`config.mk`:
```
export PLATFORM = sky130hd
export DESIGN_NAME = mcu_reset_sequencer
export DESIGN_NICKNAME = d
export VERILOG_FILES = /design/src/rst_seq_pkg.sv /design/src/mcu_reset_sequencer.sv /design/src/sync2.sv
export SDC_FILE = /design/constraint.sdc
export NUM_CORES = 1
export LEC_CHECK = 0
export ABC_AREA = 0
export BUFFER_PORTS_ARGS = -buffer_cell sky130_fd_sc_hd__buf_2
export CAP_MARGIN = 20
export CORE_MARGIN = 1.5
export CORE_UTILIZATION = 48
export DETAILED_ROUTE_END_ITERATION = 16
export GPL_TIMING_DRIVEN = 0
export PLACE_DENSITY = 0.85
export SLEW_MARGIN = 40
export SYNTH_ARGS = -nofsm -noshare
export SYNTH_HDL_FRONTEND = slang
export SYNTH_HIERARCHICAL = 1
export SYNTH_SLANG_ARGS = --single-unit
```
`constraint.sdc`:
```
create_clock -name clk -period 3.66 [get_ports clk]
set_clock_uncertainty 0.15 [all_clocks]
set_input_delay 0.732 -clock clk [delete_from_list [all_inputs] [get_ports clk]]
set_output_delay 0.732 -clock clk [all_outputs]
set_load 0.005 [all_outputs]
```
`src/rst_seq_pkg.sv`:
```
// Shared constants for the reset sequencer
package rst_seq_pkg;
    localparam int STAB_CYCLES = 4096;
    localparam int CNT_W = 13;
    localparam logic [11:0] RESET_VECTOR = 12'hFFE;
    localparam logic [7:0] PORT_RESET = 8'h00;
    localparam logic [7:0] AR_CTRL0_RESET = 8'h02;
    localparam logic [7:0] AR_MODE_RESET = 8'h00;
    localparam logic [7:0] MISC_RESET = 8'h00;
    localparam logic [7:0] WDOG_RESET = 8'hFE;
    localparam logic [7:0] AR_MODE_ADDR = 8'hD5;
    localparam logic [7:0] AR_CTRL0_ADDR = 8'hD6;
    localparam logic [7:0] MISC_ADDR = 8'hDD;
    localparam logic [7:0] WDOG_ADDR = 8'hD8;
    localparam int OSC_OFF_BIT = 2;
endpackage

```
`src/mcu_reset_sequencer.sv`:
```
// Reset source merger, stabilisation delay and init sequence control
// Contract
// - Four sources merge into one reset
// - Pin active low, held low holds reset
// - Delay appended so short pulses reset fully
// - Pin reset halts core, pulls I/O, restarts osc
// - Release waits for delay after pin high
// - Stop mode pin reset starts oscillator too
// - Supply rise holds reset, no execution
// - Delay counted once oscillator runs
// - Watchdog expiry asserts reset, reinits watchdog
// - Watchdog reset uses full delay
// - Low voltage holds static reset when enabled
// - Falling threshold below rising threshold
// - Internal sources drive reset pin low
// - Clear stack, load PC from 0FFEh
// - Set interrupt flag after reset
// - Return from interrupt ends init mode
// - Port registers clear to 00h
// - Timer control zero loads 02h
// - Timer mode register clears to 00h
// - Miscellaneous register clears to 00h
// - Watchdog register loads 0FEh
// - Reset clears main oscillator off bit
// - Aux oscillator clocks power-up delay
`timescale 1ns/1ns
module mcu_reset_sequencer (
    input wire logic clk, // Oscillator clock, aux at power-on
    input wire logic rst, // Power-on detector pulse, sync high
    input wire logic reset_pin_n_i, // Reset pin input level
    output logic reset_pin_n_o, // Reset pin output level (low)
    output logic reset_pin_oe, // Reset pin drive enable
    input wire logic supply_rise, // Supply-rise detector active
    input wire logic watchdog_expired, // Watchdog end of count
    input wire logic lvd_enable, // Low-voltage option selected
    input wire logic supply_above_rise, // Supply over rising ref
    input wire logic supply_above_fall, // Supply over falling ref
    input wire logic main_osc_running, // Main oscillator running
    input wire logic aux_osc_active, // Aux oscillator clocking us
    input wire logic stop_mode, // Core is in stop mode
    input wire logic return_from_interrupt, // Core executed return
    input wire logic irq_pending, // Maskable interrupt pending
    output logic core_reset, // Core held in reset
    output logic io_force_pullup, // I/O forced to pulled-up inputs
    output logic osc_start, // Request main oscillator start
    output logic main_osc_off_bit, // Oscillator-off control bit
    output logic stack_clear, // Stack reset pulse
    output logic pc_load, // Load PC pulse
    output logic [11:0] pc_value, // Reset vector
    output logic nmi_mode, // Interrupt flag set (init mode)
    output logic service_pending, // Pending irq taken on return
    output logic periph_reset, // Peripheral reset level, registered from HOLD or DELAY
    output logic [7:0] port_reset_val, // Port registers value
    output logic [7:0] ar_ctrl0_reset_val, // AR ctrl0 value
    output logic [7:0] ar_mode_reset_val, // AR mode value
    output logic [7:0] misc_reset_val, // Misc register value
    output logic [7:0] wdog_reset_val, // Watchdog register value
    output logic wdog_reinit // Watchdog counter reinit
);
    typedef enum logic [1:0] {HOLD, DELAY, INIT, RUN} state_e;

    // Core and peripherals stay held while waiting or counting the delay
    function automatic logic held_state(state_e s);
        logic h;
        h = (s == HOLD) || (s == DELAY);
        return h;
    endfunction

    state_e state;
    state_e next_state;
    logic pin_low_sync;
    logic pin_sync;
    logic lvd_ok;
    logic internal_src;
    logic any_src;
    logic [rst_seq_pkg::CNT_W-1:0] delay_cnt;
    logic delay_done;

    sync2 u_pin_sync (
        .clk(clk),
        .rst(rst),
        .rst_val(1'b1),
        .d(reset_pin_n_i),
        .q(pin_sync)
    );
    assign pin_low_sync = ~pin_sync;

    // Hysteresis comparator on the supply level
    always_ff @(posedge clk)
    begin
        if (rst)
            lvd_ok <= 1'b0;
        else if (!supply_above_fall)
            lvd_ok <= 1'b0;
        else if (supply_above_rise)
            lvd_ok <= 1'b1;
    end

    assign internal_src = supply_rise | watchdog_expired
        | (lvd_enable & ~lvd_ok);
    assign any_src = internal_src | pin_low_sync;

    assign reset_pin_n_o = 1'b0;
    // Wired-AND: only ever pull low while rst or an internal source holds
    assign reset_pin_oe = rst | internal_src;

    // Counting needs a real clock; aux oscillator also counts at power-up
    assign delay_done = (delay_cnt ==
        rst_seq_pkg::CNT_W'(rst_seq_pkg::STAB_CYCLES - 1));

    always_comb
    begin
        next_state = state;
        case (state)
            HOLD:
                if (!any_src)
                    next_state = DELAY;
            DELAY:
                if (any_src)
                    next_state = HOLD;
                else if (delay_done && main_osc_running)
                    next_state = INIT;
            INIT:
                if (any_src)
                    next_state = HOLD;
                else if (return_from_interrupt)
                    next_state = RUN;
            RUN:
                if (any_src)
                    next_state = HOLD;
            default:
                next_state = HOLD;
        endcase
    end

    always_ff @(posedge clk)
    begin
        if (rst)
            state <= HOLD;
        else
            state <= next_state;
    end

    always_ff @(posedge clk)
    begin
        if (rst || state != DELAY)
            delay_cnt <= '0;
        else if ((main_osc_running || aux_osc_active) && !delay_done)
            delay_cnt <= delay_cnt + 1'b1;
    end

    // Immediate pin path bypasses the synchroniser
    assign core_reset = rst | ~reset_pin_n_i
        | held_state(state);
    assign io_force_pullup = core_reset;
    assign osc_start = core_reset;

    always_ff @(posedge clk)
    begin
        if (rst)
        begin
            stack_clear <= 1'b0;
            pc_load <= 1'b0;
            pc_value <= rst_seq_pkg::RESET_VECTOR;
        end
        else
        begin
            stack_clear <= (state == DELAY) && (next_state == INIT);
            pc_load <= (state == DELAY) && (next_state == INIT);
            pc_value <= rst_seq_pkg::RESET_VECTOR;
        end
    end

    always_ff @(posedge clk)
    begin
        if (rst)
        begin
            nmi_mode <= 1'b1;
            service_pending <= 1'b0;
        end
        else
        begin
            nmi_mode <= (next_state != RUN);
            service_pending <= (state == INIT) && return_from_interrupt
                && irq_pending && !any_src;
        end
    end

    always_ff @(posedge clk)
    begin
        if (rst)
        begin
            main_osc_off_bit <= 1'b0;
            periph_reset <= 1'b1;
            wdog_reinit <= 1'b1;
        end
        else
        begin
            main_osc_off_bit <= 1'b0;
            periph_reset <= held_state(state);
            wdog_reinit <= (state == HOLD);
        end
    end

    always_ff @(posedge clk)
    begin
        port_reset_val <= rst_seq_pkg::PORT_RESET;
        ar_ctrl0_reset_val <= rst_seq_pkg::AR_CTRL0_RESET;
        ar_mode_reset_val <= rst_seq_pkg::AR_MODE_RESET;
        misc_reset_val <= rst_seq_pkg::MISC_RESET;
        wdog_reset_val <= rst_seq_pkg::WDOG_RESET;
    end

    a_wdog_resets: assert property (@(posedge clk) disable iff (rst)
        watchdog_expired |=> state == HOLD)
        else $error("watchdog expiry did not reset");
    a_pin_drive: assert property (@(posedge clk) disable iff (rst)
        internal_src |-> reset_pin_oe && !reset_pin_n_o)
        else $error("reset pin not pulled low");
    a_pin_hold: assert property (@(posedge clk) disable iff (rst)
        !pin_sync |=> core_reset)
        else $error("core ran with pin low");
    a_delay_full: assert property (@(posedge clk) disable iff (rst)
        (state == DELAY && next_state == INIT) |-> delay_done)
        else $error("init began before delay end");
    a_init_pulse: assert property (@(posedge clk) disable iff (rst)
        $rose(state == INIT) |-> pc_load && stack_clear)
        else $error("no vector load at init");
    a_nmi_init: assert property (@(posedge clk) disable iff (rst)
        state == INIT |-> nmi_mode)
        else $error("interrupt flag clear in init");
    a_return_from_interrupt_run: assert property (@(posedge clk) disable iff (rst)
        (state == INIT && return_from_interrupt && !any_src)
        |=> state == RUN ##1 !nmi_mode)
        else $error("return did not end init");
    a_lvd_hold: assert property (@(posedge clk) disable iff (rst)
        (lvd_enable && !supply_above_fall) |=> ##1 core_reset)
        else $error("low supply did not hold reset");
    a_osc_on: assert property (@(posedge clk) disable iff (rst)
        $fell(core_reset) |-> !main_osc_off_bit)
        else $error("oscillator off after reset");
    a_wdog_val: assert property (@(posedge clk) disable iff (rst)
        periph_reset |-> wdog_reset_val == 8'hFE
        && ar_ctrl0_reset_val == 8'h02)
        else $error("wrong peripheral reset value");
    // Stop mode takes the same path as run mode
    a_stop_osc: assert property (@(posedge clk) disable iff (rst)
        (stop_mode && !pin_sync) |=> osc_start)
        else $error("stop mode pin reset kept oscillator off");
    a_rise_hold: assert property (@(posedge clk) disable iff (rst)
        supply_rise |=> core_reset && io_force_pullup)
        else $error("supply rise did not hold reset");
    a_pullup_held: assert property (@(posedge clk) disable iff (rst)
        core_reset |-> io_force_pullup && osc_start)
        else $error("I/O not pulled up in reset");
    a_delay_osc: assert property (@(posedge clk) disable iff (rst)
        (state == DELAY && !main_osc_running) |=> state != INIT)
        else $error("init began without main oscillator");
    a_wdog_delay: assert property (@(posedge clk) disable iff (rst)
        watchdog_expired |=> !pc_load)
        else $error("watchdog reset skipped the delay");
    a_vector_val: assert property (@(posedge clk) disable iff (rst)
        pc_load |-> pc_value == rst_seq_pkg::RESET_VECTOR)
        else $error("wrong reset vector");
    a_port_clear: assert property (@(posedge clk) disable iff (rst)
        periph_reset |-> port_reset_val == rst_seq_pkg::PORT_RESET)
        else $error("port reset value wrong");
    a_ar_mode: assert property (@(posedge clk) disable iff (rst)
        periph_reset |-> ar_mode_reset_val == 8'h00)
        else $error("timer mode reset value wrong");
    a_misc_clear: assert property (@(posedge clk) disable iff (rst)
        periph_reset |-> misc_reset_val == 8'h00)
        else $error("misc reset value wrong");
endmodule

```
`src/sync2.sv`:
```
// Two-flop level synchroniser
`timescale 1ns/1ns
module sync2 (
    input wire logic clk, // Clock
    input wire logic rst, // Sync reset, active high
    input wire logic rst_val, // Unused; reset always holds 1
    input wire logic d, // Asynchronous level
    output logic q // Synchronised level
);
    logic meta;

    always_ff @(posedge clk)
    begin
        if (rst)
        begin
            meta <= 1'b1;
            q <= 1'b1;
        end
        else
        begin
            meta <= d;
            q <= meta;
        end
    end

    logic unused;
    assign unused = rst_val;
endmodule
```
Yosys cells after proc, flatten, opt, wreduce, memory -nomap -nowiden

Cells that the tools add are included.

Word-level logic and storage cells: 49
Output and inout bits: 64
Bits in registers: 23

Muxes and demuxes: 7
Add/sub/neg operators: 1
Reduce and logical (&&, ||, !) cells: 13
Equal/unequal tests: 7
Bitwise logic cells: 11

Operator list:

| kind                                                  | number |
|---|---|
| adder 13 x 1 -> 13 bit, second input constant         | 1 |
| equality test 13 x 12 -> 1 bit, second input constant | 1 |
| 2-to-1 mux 2 bit                                      | 6 |
| case mux 2 bit (4 select lines)                       | 1 |
| equality test 2 bit, second input constant            | 3 |
| logical AND 1 bit                                     | 6 |
| OR 1 bit                                              | 6 |
| inverter 1 bit                                        | 4 |
| logical OR 1 bit                                      | 3 |
| equality test 2 x 1 -> 1 bit, second input constant   | 1 |
| logical NOT 1 bit                                     | 2 |
| logical NOT 2 bit                                     | 1 |
| inequality test 2 x 1 -> 1 bit, second input constant | 1 |
| inequality test 2 bit, second input constant          | 1 |
| OR reduction 2 bit                                    | 1 |
| bitwise AND 1 bit                                     | 1 |

Depth between registers and ports, before layout

Word-level depth: 8
Mapped depth: 5

Cells and area by module

Netlist, hierarchy kept.

By module, submodules not included:

| module              | area each (sq um) | instances | cells an instance | seq. area each (sq um) |
|---|---|---|---|---|
| mcu_reset_sequencer | 1368.8            | 1         | 157               | 420.4 |
| sync2               | 52.6              | 1         | 4                 | 40.0 |

Worst setup path after synthesis

Ideal clock, no wire load.

Kind: input port to output port
From: input watchdog_expired
To: output reset_pin_oe
Data arrival time: 1.260 ns
Path buffers: 0
Required time: 2.778 ns
Setup slack: 1.518 ns
Cell stages on the path: 1
Cell sequence: or4_1

Cells in the longest elaborated chain, start to end: 3

RTL lines:

| element         | RTL line                   | RTL |
|---|---|---|
| start, declared | mcu_reset_sequencer.sv:34  | `input wire logic watchdog_expired,` |
| OR 1 bit        | mcu_reset_sequencer.sv:99  | `assign internal_src = supply_rise \| watchdog_expired` |
| OR 1 bit        | mcu_reset_sequencer.sv:100 | `\| (lvd_enable & ~lvd_ok);` |
| OR 1 bit        | mcu_reset_sequencer.sv:105 | `assign reset_pin_oe = rst \| internal_src;` |
| end, declared   | mcu_reset_sequencer.sv:32  | `output logic reset_pin_oe,` |

No other way between the ends.

Final worst setup path

From: input rst
To: output reset_pin_oe

Cells in the longest elaborated chain, start to end: 1

RTL lines:

| element         | RTL line                   | RTL |
|---|---|---|
| start, declared | mcu_reset_sequencer.sv:29  | `input wire logic rst,` |
| OR 1 bit        | mcu_reset_sequencer.sv:105 |  |

No other way between the ends.

==> summary.txt <==
Status -> complete, no violations
Power Dens Cells -> 250 nW/µm²
Wire per inst -> 9.09 µm
Full die area -> 3300 µm²
DRT Pass-1 Iters -> 4
Post-synthesis mux area share -> 0%
Yosys top cell area share -> 32.4%
Clk_lat worst skew -> 0.32 ns
# setup viols final -> 0
Core area -> 2780 µm²
Routability cong. -> 0.823
Hold violation count in the final report -> 0
P_sw -> 110 µW
# port buffers -> 21
Register area share after synthesis -> 32.4%
Worst-Margin Slew -> 0.571 ns
Cell internal pwr -> 338 µW
Dpl ws -> 1.29 ns
P&R area growth vs syn -> 26.1%
Tmin final -> 2.38 ns
Yosys warns -> 6
Cells after synthesis -> 161
Synthesized flop and latch total -> 23
Share of cells above drive strength 1 -> 36.1%
PnR worst setup slack -> 1.28 ns
TritonCTS clock tree -> yes
Initial antenna violation count -> 0
Worst slew margin -> 61.8%
Synth unique cells -> 42
Initial Utilization -> 51.1%
DRT antenna net count -> 0
XOR/XNOR share of the synthesized area -> 1.85%
Main area contributors after synthesis -> dfxtp_1, buf_4, o21ai_0
Longest Clk Path Bufs -> 2
Largest net degree at the start of global routing -> 14
Power consumption -> 448 µW
Setup Buffers After CTS -> 0
Clock root buffer -> clkbuf_4
Hold Buf Count CTS -> 0
Antenna diode count -> 0
Clock slew at reported path FFs -> 0.13 ns
Clock Sinks -> 23
P_leak -> 0.000881 µW
Routed vias/inst -> 4.40
Syn Area/Cell -> 8.83 µm²
Reg-to-reg endpoint -> delay_cnt[3]
Final core occ -> 64.5%
Synth Area in Compound Gates -> 13.2%
RSZ-0062 raised after global routing -> no
Hold Path Stages -> 1
Worst path required time -> 2.78 ns
Final nets -> 253
Adder-cell share of the synthesized area -> 0.880%
Max VDD drop -> 0.000263 V
Htree depth -> 1
CP endpoint kind -> output pin
Switch share -> 24.5%
Worst path most repeated cell -> buf_2
Initial drt markers -> 16
Placed inst area -> 1760 µm²
Max-Cap Viols -> 0
CP cell instances -> buf_2 -> or4_1 -> buf_2
Crit path largest cell delay -> 0.47 ns
Largest family of logic cells by synthesized area -> buffers and inverters
Row count -> 19
Final Cell Area -> 1790 µm²
Slowest CP cell -> or4_1
R2R Setup Slk -> 1.69 ns
Combinational power share -> 16.5%
Fin Setup TNS -> 0 ns
DRC -> 0
Die W -> 57.4 µm
Hold EP -> u_pin_sync/q
Hold Crit Start -> u_pin_sync/meta
Final Max Slew Viols -> 0
Worst reg2reg path startpoint -> delay_cnt[0]
Startpoint class of the critical path -> input port
Global-route usage over all layers -> 15.8%
First-pass GRT wire length -> 4110 µm
Vias after detailed routing -> 1,183
CP max FO -> 11
Post-Syn Area -> 1420 µm²
Vias in the first global route -> 1,019
Sequential share of power -> 56.6%
Fin crit share -> 65.0%
CP Class -> input port to output pin
Clock share of power -> 26.8%
Synth area leader -> dfxtp_1
HPWL after DPL -> 1960 µm
Total gr overflow -> 0
Post-Synth Simple-Gate Area -> 19.2%
Number of synthesized flops with an enable pin -> 0
Die Y -> 57.4 µm
# IOs -> 77
WL final -> 2440 µm
Critical path data arrival time -> 1.50 ns
R2R cell count -> 5
HP Class -> register to register
Main synth FF type -> dfxtp_1
Post-CTS sizing -> 0
Max Clk Rate -> 0.420 GHz
Number of clock buffers inserted by TritonCTS -> 3
Post-synth ARST share -> 0%
[layout make-up]
cell class / instances / area (µm²)
plain buffers: 59 / 450
clock inverters: 1 / 5.00
fillers: 256 / 988
multi-input cells: 130 / 707
clock buffers: 3 / 22.5
flip-flops and latches: 23 / 460
repair buffers: 21 / 105
well taps: 31 / 38.8
inverters: 1 / 3.75
[power groups by stage]
| stage | Sequential [µW] | Combinational (µW) | Clock, µW |
|---|---|---|---|
| floorplan | 259 | 61.3 | 0 |
| global placement | 259 | 70.9 | 0 |
| finish | 254 | 74.0 | 120 |
| global route | 254 | 82.4 | 134 |
| detailed placement | 259 | 71.3 | 0 |
| CTS | 254 | 71.4 | 125 |
[layout by cell type, fill, tap and decap left out, types with 3 or more instances in the layout]
master	Yosys	layout
nand2_1	7	7
nand3_1	3	3
a21oi_1	3	3
buf_2	0	21
or3_1	4	4
nor2_1	6	6
dfxtp_1	23	23
and2_1	4	4
clkbuf_4	0	3
buf_4	57	57
conb_1	2	54
o21ai_0	6	6
[through the flow]
| step | cells | hold WS (ns) |
|---|---|---|
| 2_1_floorplan | 213 | 0.235 |
| 3_3_place_gp | 265 | 0.242 |
| 3_5_place_dp | 265 | 0.268 |
| 4_1_cts | 269 | 0.290 |
| 5_1_grt | 269 | 0.308 |
| 6_report | 269 | 0.284 |
[worst max-delay path: cells and delay by family]
kind / cells / cell delay, ns
buffers and inverters: 2 / 0.30
and+or+nand+nor: 1 / 0.47
[metal layers]
| layer | up-vias | routed length (µm) | track usage (%) |
|---|---|---|---|
| met3 | 5 | 202 | 4.99 |
| met2 | 47 | 1190 | 27.6 |
| met5 | - | 0 | 0 |
| li1 | 610 | - | - |
| met4 | 0 | 27 | 5.98 |
| met1 | 521 | 1020 | 17.8 |
[how the worst max path moves through the flow]
stage	startpoint	to	depth (start not counted)
after floorplan	watchdog_expired	reset_pin_oe	1
after global placement	rst	reset_pin_oe	3
after detailed placement	rst	reset_pin_oe	3
after CTS	rst	reset_pin_oe	3
after global routing	rst	reset_pin_oe	3
final	rst	reset_pin_oe	3
[cells in the mapped netlist (2+ instances only)]
cell type / count
nand4_1: 2
buf_4: 57
conb_1: 2
o21ai_0: 6
nand3_1: 3
xnor2_1: 2
o21a_1: 2
a21oi_1: 3
o211ai_1: 2
buf_6: 2
dfxtp_1: 23
a31oi_1: 2
or2_1: 2
and2_1: 4
nand2_1: 7
o2111ai_1: 2
nor2_1: 6
nor3b_1: 3
nor3_1: 2
nand3b_1: 2
or3_1: 4
nor4_1: 2
or4_1: 2
[cell families after synthesis]
logic type / Yosys count
compound gates: 26
xor+xnor: 3
fa+ha+maj: 1
buf+inv: 60
flops: 23
other cells: 2
simple gates: 46
[registers in the layout, indices dropped and copies added (netlist names)]
name             count
delay_cnt           13
pc_load              1
u_pin_sync/q         1
nmi_mode             1
state                2
periph_reset         1
service_pending      1
u_pin_sync/meta      1
lvd_ok               1
wdog_reinit          1
No activity file was read; power rests on OpenSTA's default activity.
